`src/pkg/lhg_pkg.sv`:
```
package lhg_pkg;

  // ****************************************
  // Register offsets
  // ****************************************
  localparam logic [7:0] OFS_LOWG_DELAY = 8'h5a;
  localparam logic [7:0] OFS_LOWG_THRESHOLD = 8'h5b;
  localparam logic [7:0] OFS_MODE_HYSTERESIS = 8'h5c;
  localparam logic [7:0] OFS_HIGHG_DELAY = 8'h5d;
  localparam logic [7:0] OFS_HIGHG_THRESHOLD = 8'h5e;

  // ****************************************
  // Reset values
  // ****************************************
  localparam logic [7:0] RST_LOWG_DELAY = 8'h07;
  localparam logic [7:0] RST_LOWG_THRESHOLD = 8'h30;
  localparam logic [7:0] RST_MODE_HYSTERESIS = 8'h81;
  localparam logic [7:0] RST_HIGHG_DELAY = 8'h0b;
  localparam logic [7:0] RST_HIGHG_THRESHOLD = 8'hc0;

  // ****************************************
  // Field positions and read masks
  // ****************************************
  localparam int HIGHG_HY_LSB = 6;
  localparam int LOWG_MODE_BIT = 2;
  localparam int LOWG_HY_LSB = 0;
  localparam logic [7:0] MASK_WO_TOP = 8'h7f;
  localparam logic [7:0] MASK_MODE_HY = 8'hc7;

  // ****************************************
  // Timing
  // ****************************************
  localparam int CLK_PERIOD_NS = 4;
  localparam int DELAY_STEP_NS = 2500000;
  localparam int TICK_CYCLES = DELAY_STEP_NS / CLK_PERIOD_NS;

  // ****************************************
  // Scaling in sample LSBs (2 g range base)
  // ****************************************
  localparam int TH_STEP_SHIFT = 7;
  localparam int HY_STEP_SHIFT = 11;
  localparam logic [18:0] TH_ZERO_LEVEL = 19'h0_0040;

  typedef struct packed {
    logic signed [15:0] x;
    logic signed [15:0] y;
    logic signed [15:0] z;
  } lhg_axes_t;

  function automatic logic [18:0] lhg_abs(input logic signed [15:0] v);
    logic [16:0] m;
    m = v[15] ? 17'(-$signed({v[15], v})) : {1'b0, v};
    return {2'b00, m};
  endfunction : lhg_abs

endpackage : lhg_pkg

```
`src/design/lhg_top.sv`:
```
// Contract
// RULE1 - Low-g asserts after (delay+1) 2.5 ms ticks
// RULE2 - Low-g delay resets to 20 ms
// RULE3 - Host avoids low-power with pre-filtered source
// RULE4 - Low-g threshold field times 7.81 mg, zero 3.91
// RULE5 - Low-g threshold independent of range setting
// RULE6 - Low-g threshold resets to 375 mg
// RULE7 - Mode bit: single-axis or axis-summing
// RULE8 - Low-g hysteresis field times 125 mg
// RULE9 - High-g hysteresis step scales with range
// RULE10 - High-g delay (field+1) ticks, reset 30 ms
// RULE11 - High-g threshold step scales with range
// RULE12 - High-g zero threshold is half step
// RULE13 - Source bit picks filtered or pre-filtered samples
// RULE14 - Delay restarts on lapse; release past hysteresis
`timescale 1ns/100ps
`default_nettype none
module lhg_top
  import lhg_pkg::*;
#(
  parameter int TICK_LEN = TICK_CYCLES
) (
  // Clock and reset
  input wire logic ref_clk,
  input wire logic nrst,
  // Register port
  input wire logic [7:0] reg_addr,
  input wire logic reg_wr,
  input wire logic reg_rd,
  input wire logic [7:0] reg_wdata,
  output logic [7:0] reg_rdata,
  // Samples
  input wire lhg_axes_t filt_axes,
  input wire logic filt_valid,
  input wire lhg_axes_t prefilt_axes,
  input wire logic prefilt_valid,
  input wire logic src_sel,
  input wire logic [1:0] acc_range,
  // Interrupt conditions
  output logic lowg_flag,
  output logic highg_flag
);

  // ****************************************
  // Reset release
  // ****************************************
  logic rst_s1_r;
  logic rst_n_r;

  always_ff @(posedge ref_clk or negedge nrst) begin
    if (!nrst) begin
      rst_s1_r <= 1'b0;
      rst_n_r <= 1'b0;
    end else begin
      rst_s1_r <= 1'b1;
      rst_n_r <= rst_s1_r;
    end
  end

  // ****************************************
  // Address decode
  // ****************************************
  // Writes to unmapped offsets are dropped, reads of them return zero
  wire logic hit_lowg_delay = (reg_addr == OFS_LOWG_DELAY);
  wire logic hit_lowg_threshold = (reg_addr == OFS_LOWG_THRESHOLD);
  wire logic hit_mode_hysteresis = (reg_addr == OFS_MODE_HYSTERESIS);
  wire logic hit_highg_delay = (reg_addr == OFS_HIGHG_DELAY);
  wire logic hit_highg_threshold = (reg_addr == OFS_HIGHG_THRESHOLD);
  wire logic wr_lowg_delay = reg_wr && hit_lowg_delay;
  wire logic wr_lowg_threshold = reg_wr && hit_lowg_threshold;
  wire logic wr_mode_hysteresis = reg_wr && hit_mode_hysteresis;
  wire logic wr_highg_delay = reg_wr && hit_highg_delay;
  wire logic wr_highg_threshold = reg_wr && hit_highg_threshold;

  // ****************************************
  // Registers
  // ****************************************
  logic [7:0] lowg_delay_r;
  logic [7:0] lowg_threshold_r;
  logic [7:0] lowg_highg_mode_hysteresis_r;
  logic [7:0] highg_delay_r;
  logic [7:0] highg_threshold_r;
  logic [7:0] reg_rdata_r;
  logic [7:0] rdata_nxt;

  always_ff @(posedge ref_clk or negedge rst_n_r) begin
    if (!rst_n_r) begin
      lowg_delay_r <= RST_LOWG_DELAY; // [RULE2]
      lowg_threshold_r <= RST_LOWG_THRESHOLD; // [RULE6]
      lowg_highg_mode_hysteresis_r <= RST_MODE_HYSTERESIS;
      highg_delay_r <= RST_HIGHG_DELAY; // [RULE10]
      highg_threshold_r <= RST_HIGHG_THRESHOLD;
    end else begin
      if (wr_lowg_delay) begin
        lowg_delay_r <= reg_wdata;
      end
      if (wr_lowg_threshold) begin
        lowg_threshold_r <= reg_wdata;
      end
      if (wr_mode_hysteresis) begin
        lowg_highg_mode_hysteresis_r <= reg_wdata & MASK_MODE_HY;
      end
      if (wr_highg_delay) begin
        highg_delay_r <= reg_wdata;
      end
      if (wr_highg_threshold) begin
        highg_threshold_r <= reg_wdata;
      end
    end
  end

  // Top bit of the two low-g registers is write-only and reads zero
  assign rdata_nxt =
    hit_lowg_delay ? (lowg_delay_r & MASK_WO_TOP) :
    hit_lowg_threshold ? (lowg_threshold_r & MASK_WO_TOP) :
    hit_mode_hysteresis ? lowg_highg_mode_hysteresis_r :
    hit_highg_delay ? highg_delay_r :
    hit_highg_threshold ? highg_threshold_r : 8'h00;

  always_ff @(posedge ref_clk or negedge rst_n_r) begin
    if (!rst_n_r) begin
      reg_rdata_r <= 8'h00;
    end else if (reg_rd) begin
      reg_rdata_r <= rdata_nxt;
    end
  end

  assign reg_rdata = reg_rdata_r;

  // ****************************************
  // Sample capture
  // ****************************************
  // Host keeps normal power while the pre-filtered source is chosen
  lhg_axes_t sample_r;
  wire logic sel_valid = src_sel ? prefilt_valid : filt_valid; // [RULE13]
  wire lhg_axes_t sel_axes = src_sel ? prefilt_axes : filt_axes; // [RULE13]

  always_ff @(posedge ref_clk or negedge rst_n_r) begin
    if (!rst_n_r) begin
      sample_r <= '0;
    end else if (sel_valid) begin
      sample_r <= sel_axes;
    end
  end

  // ****************************************
  // Delay tick
  // ****************************************
  // One pulse per delay step, shared by both detectors
  logic [19:0] tick_cnt_r;
  logic tick_r;
  wire logic tick_end = (tick_cnt_r == 20'(TICK_LEN - 1));

  always_ff @(posedge ref_clk or negedge rst_n_r) begin
    if (!rst_n_r) begin
      tick_cnt_r <= 20'h0_0000;
      tick_r <= 1'b0;
    end else begin
      tick_cnt_r <= tick_end ? 20'h0_0000 : 20'(tick_cnt_r + 20'h0_0001);
      tick_r <= tick_end;
    end
  end

  // ****************************************
  // Levels in sample LSBs
  // ****************************************
  wire logic [7:0] lowg_threshold_field = lowg_threshold_r;
  wire logic [7:0] highg_threshold_field = highg_threshold_r;
  wire logic [1:0] lowg_hysteresis_field =
    lowg_highg_mode_hysteresis_r[LOWG_HY_LSB +: 2];
  wire logic [1:0] highg_hysteresis_field =
    lowg_highg_mode_hysteresis_r[HIGHG_HY_LSB +: 2];
  wire logic lowg_sum_mode = lowg_highg_mode_hysteresis_r[LOWG_MODE_BIT];

  // Low-g levels shrink with range so they stay fixed in mg
  wire logic [18:0] low_th_base = (lowg_threshold_field == 8'h00) ? TH_ZERO_LEVEL :
    (19'(lowg_threshold_field) << TH_STEP_SHIFT); // [RULE4]
  wire logic [18:0] low_th = low_th_base >> acc_range; // [RULE5]
  wire logic [18:0] low_hy = (19'(lowg_hysteresis_field) << HY_STEP_SHIFT) >> acc_range; // [RULE8]
  wire logic [18:0] low_exit = 19'(low_th + low_hy); // [RULE14]

  // High-g levels stay in sample units so their mg step grows with range
  wire logic [18:0] high_th = (highg_threshold_field == 8'h00) ? TH_ZERO_LEVEL : // [RULE12]
    (19'(highg_threshold_field) << TH_STEP_SHIFT); // [RULE11]
  wire logic [18:0] high_hy = 19'(highg_hysteresis_field) << HY_STEP_SHIFT; // [RULE9]
  wire logic [18:0] high_exit = (high_th > high_hy) ? 19'(high_th - high_hy) : 19'h0_0000;

  // ****************************************
  // Conditions
  // ****************************************
  wire logic [18:0] ax = lhg_abs(sample_r.x);
  wire logic [18:0] ay = lhg_abs(sample_r.y);
  wire logic [18:0] az = lhg_abs(sample_r.z);
  wire logic [18:0] asum = 19'(ax + ay + az);

  wire logic low_enter = lowg_sum_mode ? (asum < low_th) : // [RULE7]
    ((ax < low_th) && (ay < low_th) && (az < low_th));
  wire logic low_leave = lowg_sum_mode ? (asum > low_exit) : // [RULE14]
    ((ax > low_exit) || (ay > low_exit) || (az > low_exit));
  wire logic high_enter = (ax > high_th) || (ay > high_th) || (az > high_th);
  wire logic high_leave = (ax < high_exit) && (ay < high_exit) && (az < high_exit); // [RULE14]

  // ****************************************
  // Detectors
  // ****************************************
  // Each detector counts whole delay steps while its condition holds
  lhg_detect u_lowg (
    .ref_clk(ref_clk),
    .rst_n(rst_n_r),
    .tick(tick_r),
    .enter(low_enter),
    .leave(low_leave),
    .delay(lowg_delay_r),
    .flag(lowg_flag)
  ); // [RULE1]

  lhg_detect u_highg (
    .ref_clk(ref_clk),
    .rst_n(rst_n_r),
    .tick(tick_r),
    .enter(high_enter),
    .leave(high_leave),
    .delay(highg_delay_r),
    .flag(highg_flag)
  ); // [RULE10]

endmodule : lhg_top
`default_nettype wire

```
`src/design/lhg_detect.sv`:
```
`timescale 1ns/100ps
`default_nettype none
module lhg_detect
  import lhg_pkg::*;
(
  // Clock and reset
  input wire logic ref_clk,
  input wire logic rst_n,
  // Evaluation
  input wire logic tick,
  input wire logic enter,
  input wire logic leave,
  input wire logic [7:0] delay,
  // Result
  output logic flag
);

  logic flag_r;
  logic [7:0] cnt_r;
  wire logic expire = (cnt_r == delay);
  wire logic [7:0] cnt_inc = 8'(cnt_r + 8'h01);

  always_ff @(posedge ref_clk or negedge rst_n) begin
    if (!rst_n) begin
      flag_r <= 1'b0;
      cnt_r <= 8'h00;
    end else if (tick) begin
      if (flag_r) begin
        if (leave) begin
          flag_r <= 1'b0; // [RULE14]
        end
        cnt_r <= 8'h00;
      end else if (enter) begin
        flag_r <= expire; // [RULE1] [RULE10]
        cnt_r <= expire ? 8'h00 : cnt_inc;
      end else begin
        cnt_r <= 8'h00; // [RULE14]
      end
    end
  end

  assign flag = flag_r;

endmodule : lhg_detect
`default_nettype wire

```
`config.mk`:
```
export PLATFORM = sky130hd
export DESIGN_NAME = lhg_top
export DESIGN_NICKNAME = d
export VERILOG_FILES = /design/src/pkg/lhg_pkg.sv /design/src/design/lhg_top.sv /design/src/design/lhg_detect.sv
export SDC_FILE = /design/constraint.sdc
export NUM_CORES = 1
export LEC_CHECK = 0
export BUFFER_PORTS_ARGS = -buffer_cell sky130_fd_sc_hd__buf_2
export CORE_MARGIN = 5
export CORE_UTILIZATION = 40
export DETAILED_ROUTE_END_ITERATION = 10
export HOLD_SLACK_MARGIN = 0.06
export PLACE_DENSITY = 0.69
export SLEW_MARGIN = 20
export SYNTH_ARGS = -nofsm -noshare
export SYNTH_HDL_FRONTEND = slang
export SYNTH_SLANG_ARGS = --single-unit
```
`constraint.sdc`:
```
create_clock -name ref_clk -period 6.79 [get_ports ref_clk]
set_clock_uncertainty 0.1 [all_clocks]
set_input_delay 0.3395 -clock ref_clk [delete_from_list [all_inputs] [get_ports ref_clk]]
set_output_delay 0.3395 -clock ref_clk [all_outputs]
set_load 0.01 [all_outputs]
```
==> flow_summary_export.csv, run 1 <==
group,metric,value,unit
outcome,status,"complete, no violations",
grt,grt_pass1_wl,56.36,mm
clocking,clk_pin_slew,60,ps
routing,wl_met1,15.68,mm
setup_path,r2r_start,"sample_r[32]$_DFFE_PN0P_",
power,swShare,0.4445,
floorplanning,row_count,64,
synth,syn_area,12460,µm²
timing,tightest_slew,880.0,ps
floorplanning,die_h,186.5,µm
clocking,clock_sinks,134,
synth,synthFlopType,"dfrtp_1",
synth,synth_top_area_share,0.2451,
synth,synth_edf_count,0,
power,cellInternalPower,2.567,mW
floorplanning,start_util,0.4062,
setup_path,path_class,"flop to flop",
routing,wire_per_inst,18.18,µm
routing,ant_nets,0,
final_layout,antenna_cells,0,
setup_path,cpMostUsedCell,"ha_1",
synth,synth_seq_cells,134,
clocking,tritoncts,"done",
grt,grt_max_degree,97,
routing,vias,10950,
routing,wl_met3,1.933,mm
setup_path,rr_endpoint,"u_lowg.cnt_r[5]$_DFFE_PN0P_",
routing,drt-pass1-iter-count,5,
timing,hold_violations,0,
power,seq_power_share,0.205,
timing,period_share,0.9227,
power,peakVddDrop,0.1899,mV
clocking,cts_made_buffers,17,
routing,remaining_drc_errors,0,
power,clockPowerShare,0.195,
placement,pre_cts_ws,509.0,ps
clocking,h-tree-depth,4,
routing,avgViaCountPerCell,5.633,
setup_path,cp_max_fo,9,
final_layout,stdcell_area,14220,µm²
clocking,postCtsHoldBufs,1,
setup_path,r2r_slack,520,ps
power,p_per_area,325.0,nW/µm²
synth,synth_area_leaders,"dfrtp_1, ha_1, mux2i_1",
min_path,hold_end,"sample_r[45]$_DFFE_PN0P_",
clocking,cts-root-buf,"clkbuf_16",
grt,grt_use_total,0.1973,
setup_path,path_buf_inv,1,
clocking,clk_latency,430,ps
timing,period_minus_slack,6265,ps
timing,layout_setup_ws,524.8,ps
setup_path,crit_chain,"inv_1, ha_1, or3b_2, o31ai_1, xnor2_1, fa_1, ha_1, and4_1, nand3_1, o21ai_0, nor2_1, xnor2_1, ha_1, o211ai_1, nor2_1, a2111oi_0, o21ai_0, o32ai_2, nand3_1, o22ai_1",
min_path,holdPathStages,3,
clocking,post_cts_resized,0,
synth,yosys_warnings,0,
timing,max_freq,159.6,MHz
final_layout,areaGrowthSynthToFinish,14.12,%
final_layout,drive_above_1_share,0.1681,
clocking,cts_buffer_depth,2,
synth,synth_area_per_cell,8.937,µm²
setup_path,start_kind,"flop",
synth,synthDistinctLibCells,90,
synth,yosysMostFrequentCell,"ha_1",
grt,first_global_vias,10840,
final_layout,nets,1834,
timing,rsz0062_at_grt,"no",
floorplanning,core-area,30670,µm²
floorplanning,dieWidth,186.5,µm
timing,report.final.slew_viol_count,0,
routing,wl_met2,16.54,mm
synth,ys_seq_area_frac,0.2704,
power,p_switching,2.054,mW
setup_path,end_kind,"flop",
min_path,hp-start,"filt_axes[45]",
power,p_comb_frac,0.600,
placement,io_buffers,130,
setup_path,worstPathRequired,7030,ps
setup_path,worstPathArrival,6500,ps
synth,synthTopCellsByCount,"ha_1, o21ai_0, nand2_1",
setup_path,path_delay_family,"compound AO/OA/AOI/OAI gates",
placement,gp_congestion,0.9524,
setup_path,cp_slowest_cell,"a2111oi_0",
synth,synth_cells,1394,
synth,async_flop_share,1.000,
timing,setup_violations,0,
grt,globalRouteOverflowTotal,0,
job,maxCapViolCount,0,
placement,place_hpwl,28.19,mm
timing,max_slew_margin,0.4133,
routing,route.top_layer_used,"met4",
routing,dr.first_iter.drc_count,676,
setup_path,cpPeakStageDelay,640,ps
min_path,hp-class,"primary input to flop",
placement,dpl_cell_area,13640,µm²
grt,antenna_found_initial,0,
floorplanning,pin_count,131,
synth,yosysTopAreaCell,"dfrtp_1",
floorplanning,die_area,34770,µm²
clocking,postCtsSetupRepairBufs,0,
routing,drt_wl_total,35.32,mm
timing,fin_tns_setup,0,ps
power,leakagePower,6.635,nW
setup_path,r2r_cells,20,
cells by family (layout without fill, tap and decap cells):
group	Yosys count	in the layout	synth area share
buffers and inverters	137	285	0.04529
adders and majority gates	180	180	0.1896
DFF	134	134	0.2704
xor gates and xnor gates	104	104	0.07372
AOI/OAI and AO/OA	336	336	0.1750
other	2	7	0.0006028
and+or+nand+nor	403	403	0.1633
muxes	98	98	0.08215
metrics by stage:
step | hold slack, ps | utilization | cells | total power, mW
finish | 93.27 | 0.4636 | 1943 | 4.621
global route | 115.2 | 0.4636 | 1943 | 5.047
CTS | 81.04 | 0.4636 | 1943 | 4.623
detailed placement | 25.58 | 0.4447 | 1910 | 3.695
global placement | 25.15 | 0.4447 | 1910 | 3.640
floorplan | -56.09 | - | 1399 | 2.953
state kept, by name (all words and copies together) (netlist names):
signal	cells
u_highg.cnt_r	8
lowg_highg_mode_hysteresis_r	5
lowg_threshold_field	8
highg_delay_r	8
tick_r	1
tick_cnt_r	20
u_highg.flag	1
sample_r	48
reg_rdata	8
u_lowg.cnt_r	8
rst_n_r	1
u_lowg.flag	1
highg_threshold_field	8
lowg_delay_r	8
rst_s1_r	1
worst max path at each step:
stage,slack (ps),cells after the start,start,to
floorplan,1530,20,sample_r[4]$_DFFE_PN0P_,u_lowg.cnt_r[0]$_DFFE_PN0P_
global placement,690,20,sample_r[32]$_DFFE_PN0P_,u_lowg.cnt_r[0]$_DFFE_PN0P_
detailed placement,510,20,sample_r[32]$_DFFE_PN0P_,u_lowg.cnt_r[5]$_DFFE_PN0P_
CTS,490,20,sample_r[32]$_DFFE_PN0P_,u_lowg.cnt_r[5]$_DFFE_PN0P_
global route,80,20,sample_r[34]$_DFFE_PN0P_,u_lowg.cnt_r[4]$_DFFE_PN0P_
finish,520,20,sample_r[32]$_DFFE_PN0P_,u_lowg.cnt_r[5]$_DFFE_PN0P_
cell type report:
cell class | instances | area, µm²
Clock buffer | 20 | 436.7
Clock inverter | 12 | 132.6
Fill cell | 2898 | 16450
Inverter | 94 | 352.8
Multi-Input combinational cell | 1128 | 8557
Sequential cell | 134 | 3372
Tap cell | 396 | 495.5
Timing Repair Buffer | 159 | 870.8
layer usage:
metal  vias to the layer above  track usage
met4                         0      0.07231
met3                        83      0.02933
met2                       326       0.3253
met5                         -            0
met1                      5171       0.2639
li1                       5365            -
tightest hold or removal path, cell delays in order:
cell and delay, ps:
buf_2 70, mux2i_1 50, o21ai_0 130
cell usage in the layout (no fill, tap or decap), types with 22 or more instances in the layout:
cell type	instances
ha_1	164
mux2i_1	63
dfrtp_1	121
o21ai_0	126
nor3_1	22
xor2_1	34
a21oi_1	54
buf_2	130
nand4_1	28
inv_1	93
xnor2_1	69
nand3_1	41
buf_4	28
nor2b_1	26
nor2_1	76
mux2_2	34
nand2_1	125
power by group through the flow:
| stage | clock network (mW) | logic (mW) | registers [mW] |
|---|---|---|---|
| global placement | 0 | 2.68 | 0.955 |
| detailed placement | 0 | 2.74 | 0.959 |
| global route | 0.953 | 3.14 | 0.958 |
| floorplan | 0 | 2.03 | 0.926 |
| finish | 0.903 | 2.77 | 0.945 |
| CTS | 0.918 | 2.76 | 0.946 |
Note: power is estimated with default switching activity, not from simulation.
==> run 2, diff against run 1 <==
- CORE_UTILIZATION: 40 -> 47
- PLACE_DENSITY: 0.69 -> 0.77
- clock period: 6.79 -> 7 ns (I/O delays scaled with it)
==> flow_summary_export.csv, run 2 (synthesized netlist as in run 1, its figures left out) <==
group,metric,value,unit
final_layout,regMostFlops,"sample_r",
grt,grt_pass1_wl,56.64,mm
timing,max_freq,161.0,MHz
power,p_switching,2.067,mW
power,leakagePower,6.666,nW
outcome,status,"complete, no violations",
final_layout,drive_above_1_share,0.1695,
floorplanning,die_area,29860,µm²
power,clockPowerShare,0.208,
final_layout,areaGrowthSynthToFinish,13.94,%
final_layout,reg.largest.list,"sample_r: 48 flops, tick_cnt_r: 20 flops",
final_layout,multiInputGateArea,8557,µm²
timing,period_minus_slack,6211,ps
timing,fin_tns_setup,0,ps
power,p_comb_frac,0.592,
final_layout,final_core_util,0.5447,
timing,hold_violations,0,
min_path,hp-class,"primary input to flop",
timing,period_share,0.8873,
floorplanning,row_count,59,
routing,drt-pass1-iter-count,5,
grt,antenna_found_initial,0,
final_layout,largest_register_ffs,48,
clocking,cts_buffer_depth,2,
clocking,cts_made_buffers,17,
timing,tightest_slew,971.6,ps
routing,ant_nets,0,
timing,max_slew_margin,0.3473,
power,peakVddDrop,0.2171,mV
timing,setup_violations,0,
power,p_per_area,323.8,nW/µm²
timing,rsz0062_at_grt,"no",
final_layout,nFillCells,2339,
power,swShare,0.4497,
floorplanning,die_h,172.8,µm
job,maxCapViolCount,0,
placement,place_hpwl,27.69,mm
floorplanning,start_util,0.4781,
final_layout,antenna_cells,0,
floorplanning,dieWidth,172.8,µm
setup_path,start_kind,"flop",
routing,drt_wl_total,35.06,mm
clocking,post_cts_resized,0,
clocking,clk_pin_slew,70,ps
final_layout,nets,1833,
final_layout,final-seq-area,3372,µm²
power,cellInternalPower,2.529,mW
power,seq_power_share,0.199,
clocking,clk_latency,430,ps
routing,dr.first_iter.drc_count,783,
grt,globalRouteOverflowTotal,0,
setup_path,path_class,"flop to flop",
setup_path,cp_max_fo,9,
clocking,postCtsHoldBufs,1,
final_layout,final_common_cell,"ha_1",
routing,avgViaCountPerCell,5.862,
clocking,h-tree-depth,4,
grt,first_global_vias,11040,
grt,grt_max_degree,97,
placement,gp_congestion,1.010,
clocking,cts-root-buf,"clkbuf_16",
clocking,tritoncts,"done",
timing,report.final.slew_viol_count,0,
setup_path,end_kind,"flop",
floorplanning,pin_count,131,
floorplanning,core-area,26060,µm²
routing,wire_per_inst,18.64,µm
routing,remaining_drc_errors,0,
routing,vias,11030,
setup_path,worstPathRequired,7240,ps
final_layout,mostFrequentLayoutCells,"ha_1, buf_2, o21ai_0",
clocking,postCtsSetupRepairBufs,0,
clocking,clock_sinks,134,
placement,io_buffers,130,
grt,grt_use_total,0.2294,
setup_path,worstPathArrival,6450,ps
## run 2: changes by cell type in the layout (fill, tap and decap cells not counted), sizes merged
cell      before  now
inv           94  101
clkinv         7    5
clkinvlp       3    1
clkbuf        20   17
buf          158  157
## run 2: layout make-up
type | instances | share of cell area
multi-input combinational | 1128 | 0.6028
sequential | 134 | 0.2375
timing repair buffer | 158 | 0.06082
clock buffer | 17 | 0.02997
tap | 335 | 0.02953
inverter | 94 | 0.02486
clock inverter | 15 | 0.01446
## run 2: metrics by stage
stage	hold slack (ps)	setup slack, ps	std cells	power, mW	instance area (µm²)
after floorplan	-45.59	1741	1399	2.864	12480
after global placement	36.84	1107	1848	3.477	13550
after detailed placement	37.98	895.3	1848	3.574	13550
after CTS	98.24	897.6	1881	4.560	14190
after global routing	107.8	196.5	1881	5.020	14190
final	105.0	788.7	1881	4.596	14190
## run 2: final timing paths
| path | start | endpoint | slack [ps] | depth (start not counted) |
|---|---|---|---|---|
| max | sample_r[0]$_DFFE_PN0P_ | u_lowg.cnt_r[4]$_DFFE_PN0P_ | 790 | 21 |
| min reg2reg | rst_s1_r$_DFF_PN0_ | rst_n_r$_DFF_PN0_ | 250 | 0 |
| min | filt_axes[23] | sample_r[23]$_DFFE_PN0P_ | 100 | 3 |
| min in group asynchronous | nrst | rst_n_r$_DFF_PN0_ | 140 | 2 |
| max reg2reg | sample_r[0]$_DFFE_PN0P_ | u_lowg.cnt_r[4]$_DFFE_PN0P_ | 790 | 21 |
| max in group asynchronous | rst_n_r$_DFF_PN0_ | u_lowg.cnt_r[7]$_DFFE_PN0P_ | 5110 | 1 |
## run 2: power groups by stage
stage,clock network [mW],logic [mW],registers (mW)
2_1_floorplan,0,1.97,0.898
3_3_place_gp,0,2.55,0.924
6_report,0.958,2.72,0.915
4_1_cts,0.972,2.67,0.914
5_1_grt,1.01,3.08,0.926
3_5_place_dp,0,2.65,0.929
## run 2: per-layer routing
| metal | part of all wire | GRT usage | vias up |
|---|---|---|---|
| li1 | - | - | 5360 |
| met1 | 0.43 | 0.3045 | 5144 |
| met2 | 0.46 | 0.3767 | 423 |
| met3 | 0.075 | 0.04105 | 100 |
| met4 | 0.039 | 0.08320 | 0 |
| met5 | 0 | 0 | - |
## run 2: critical path, cell delays in order (launching register included)
cell	delay, ps
dfrtp_1	430
inv_1	130
ha_1	250
nand2b_1	110
o41ai_1	340
xor2_1	460
inv_1	230
fa_1	490
ha_1	410
and4_1	250
nand3_1	80
o21ai_0	260
nor2_1	110
xnor2_1	210
ha_1	280
o211ai_1	130
nor2_1	70
a2111oi_0	560
o21ai_0	190
o32ai_2	590
nand3_1	270
o22ai_1	180
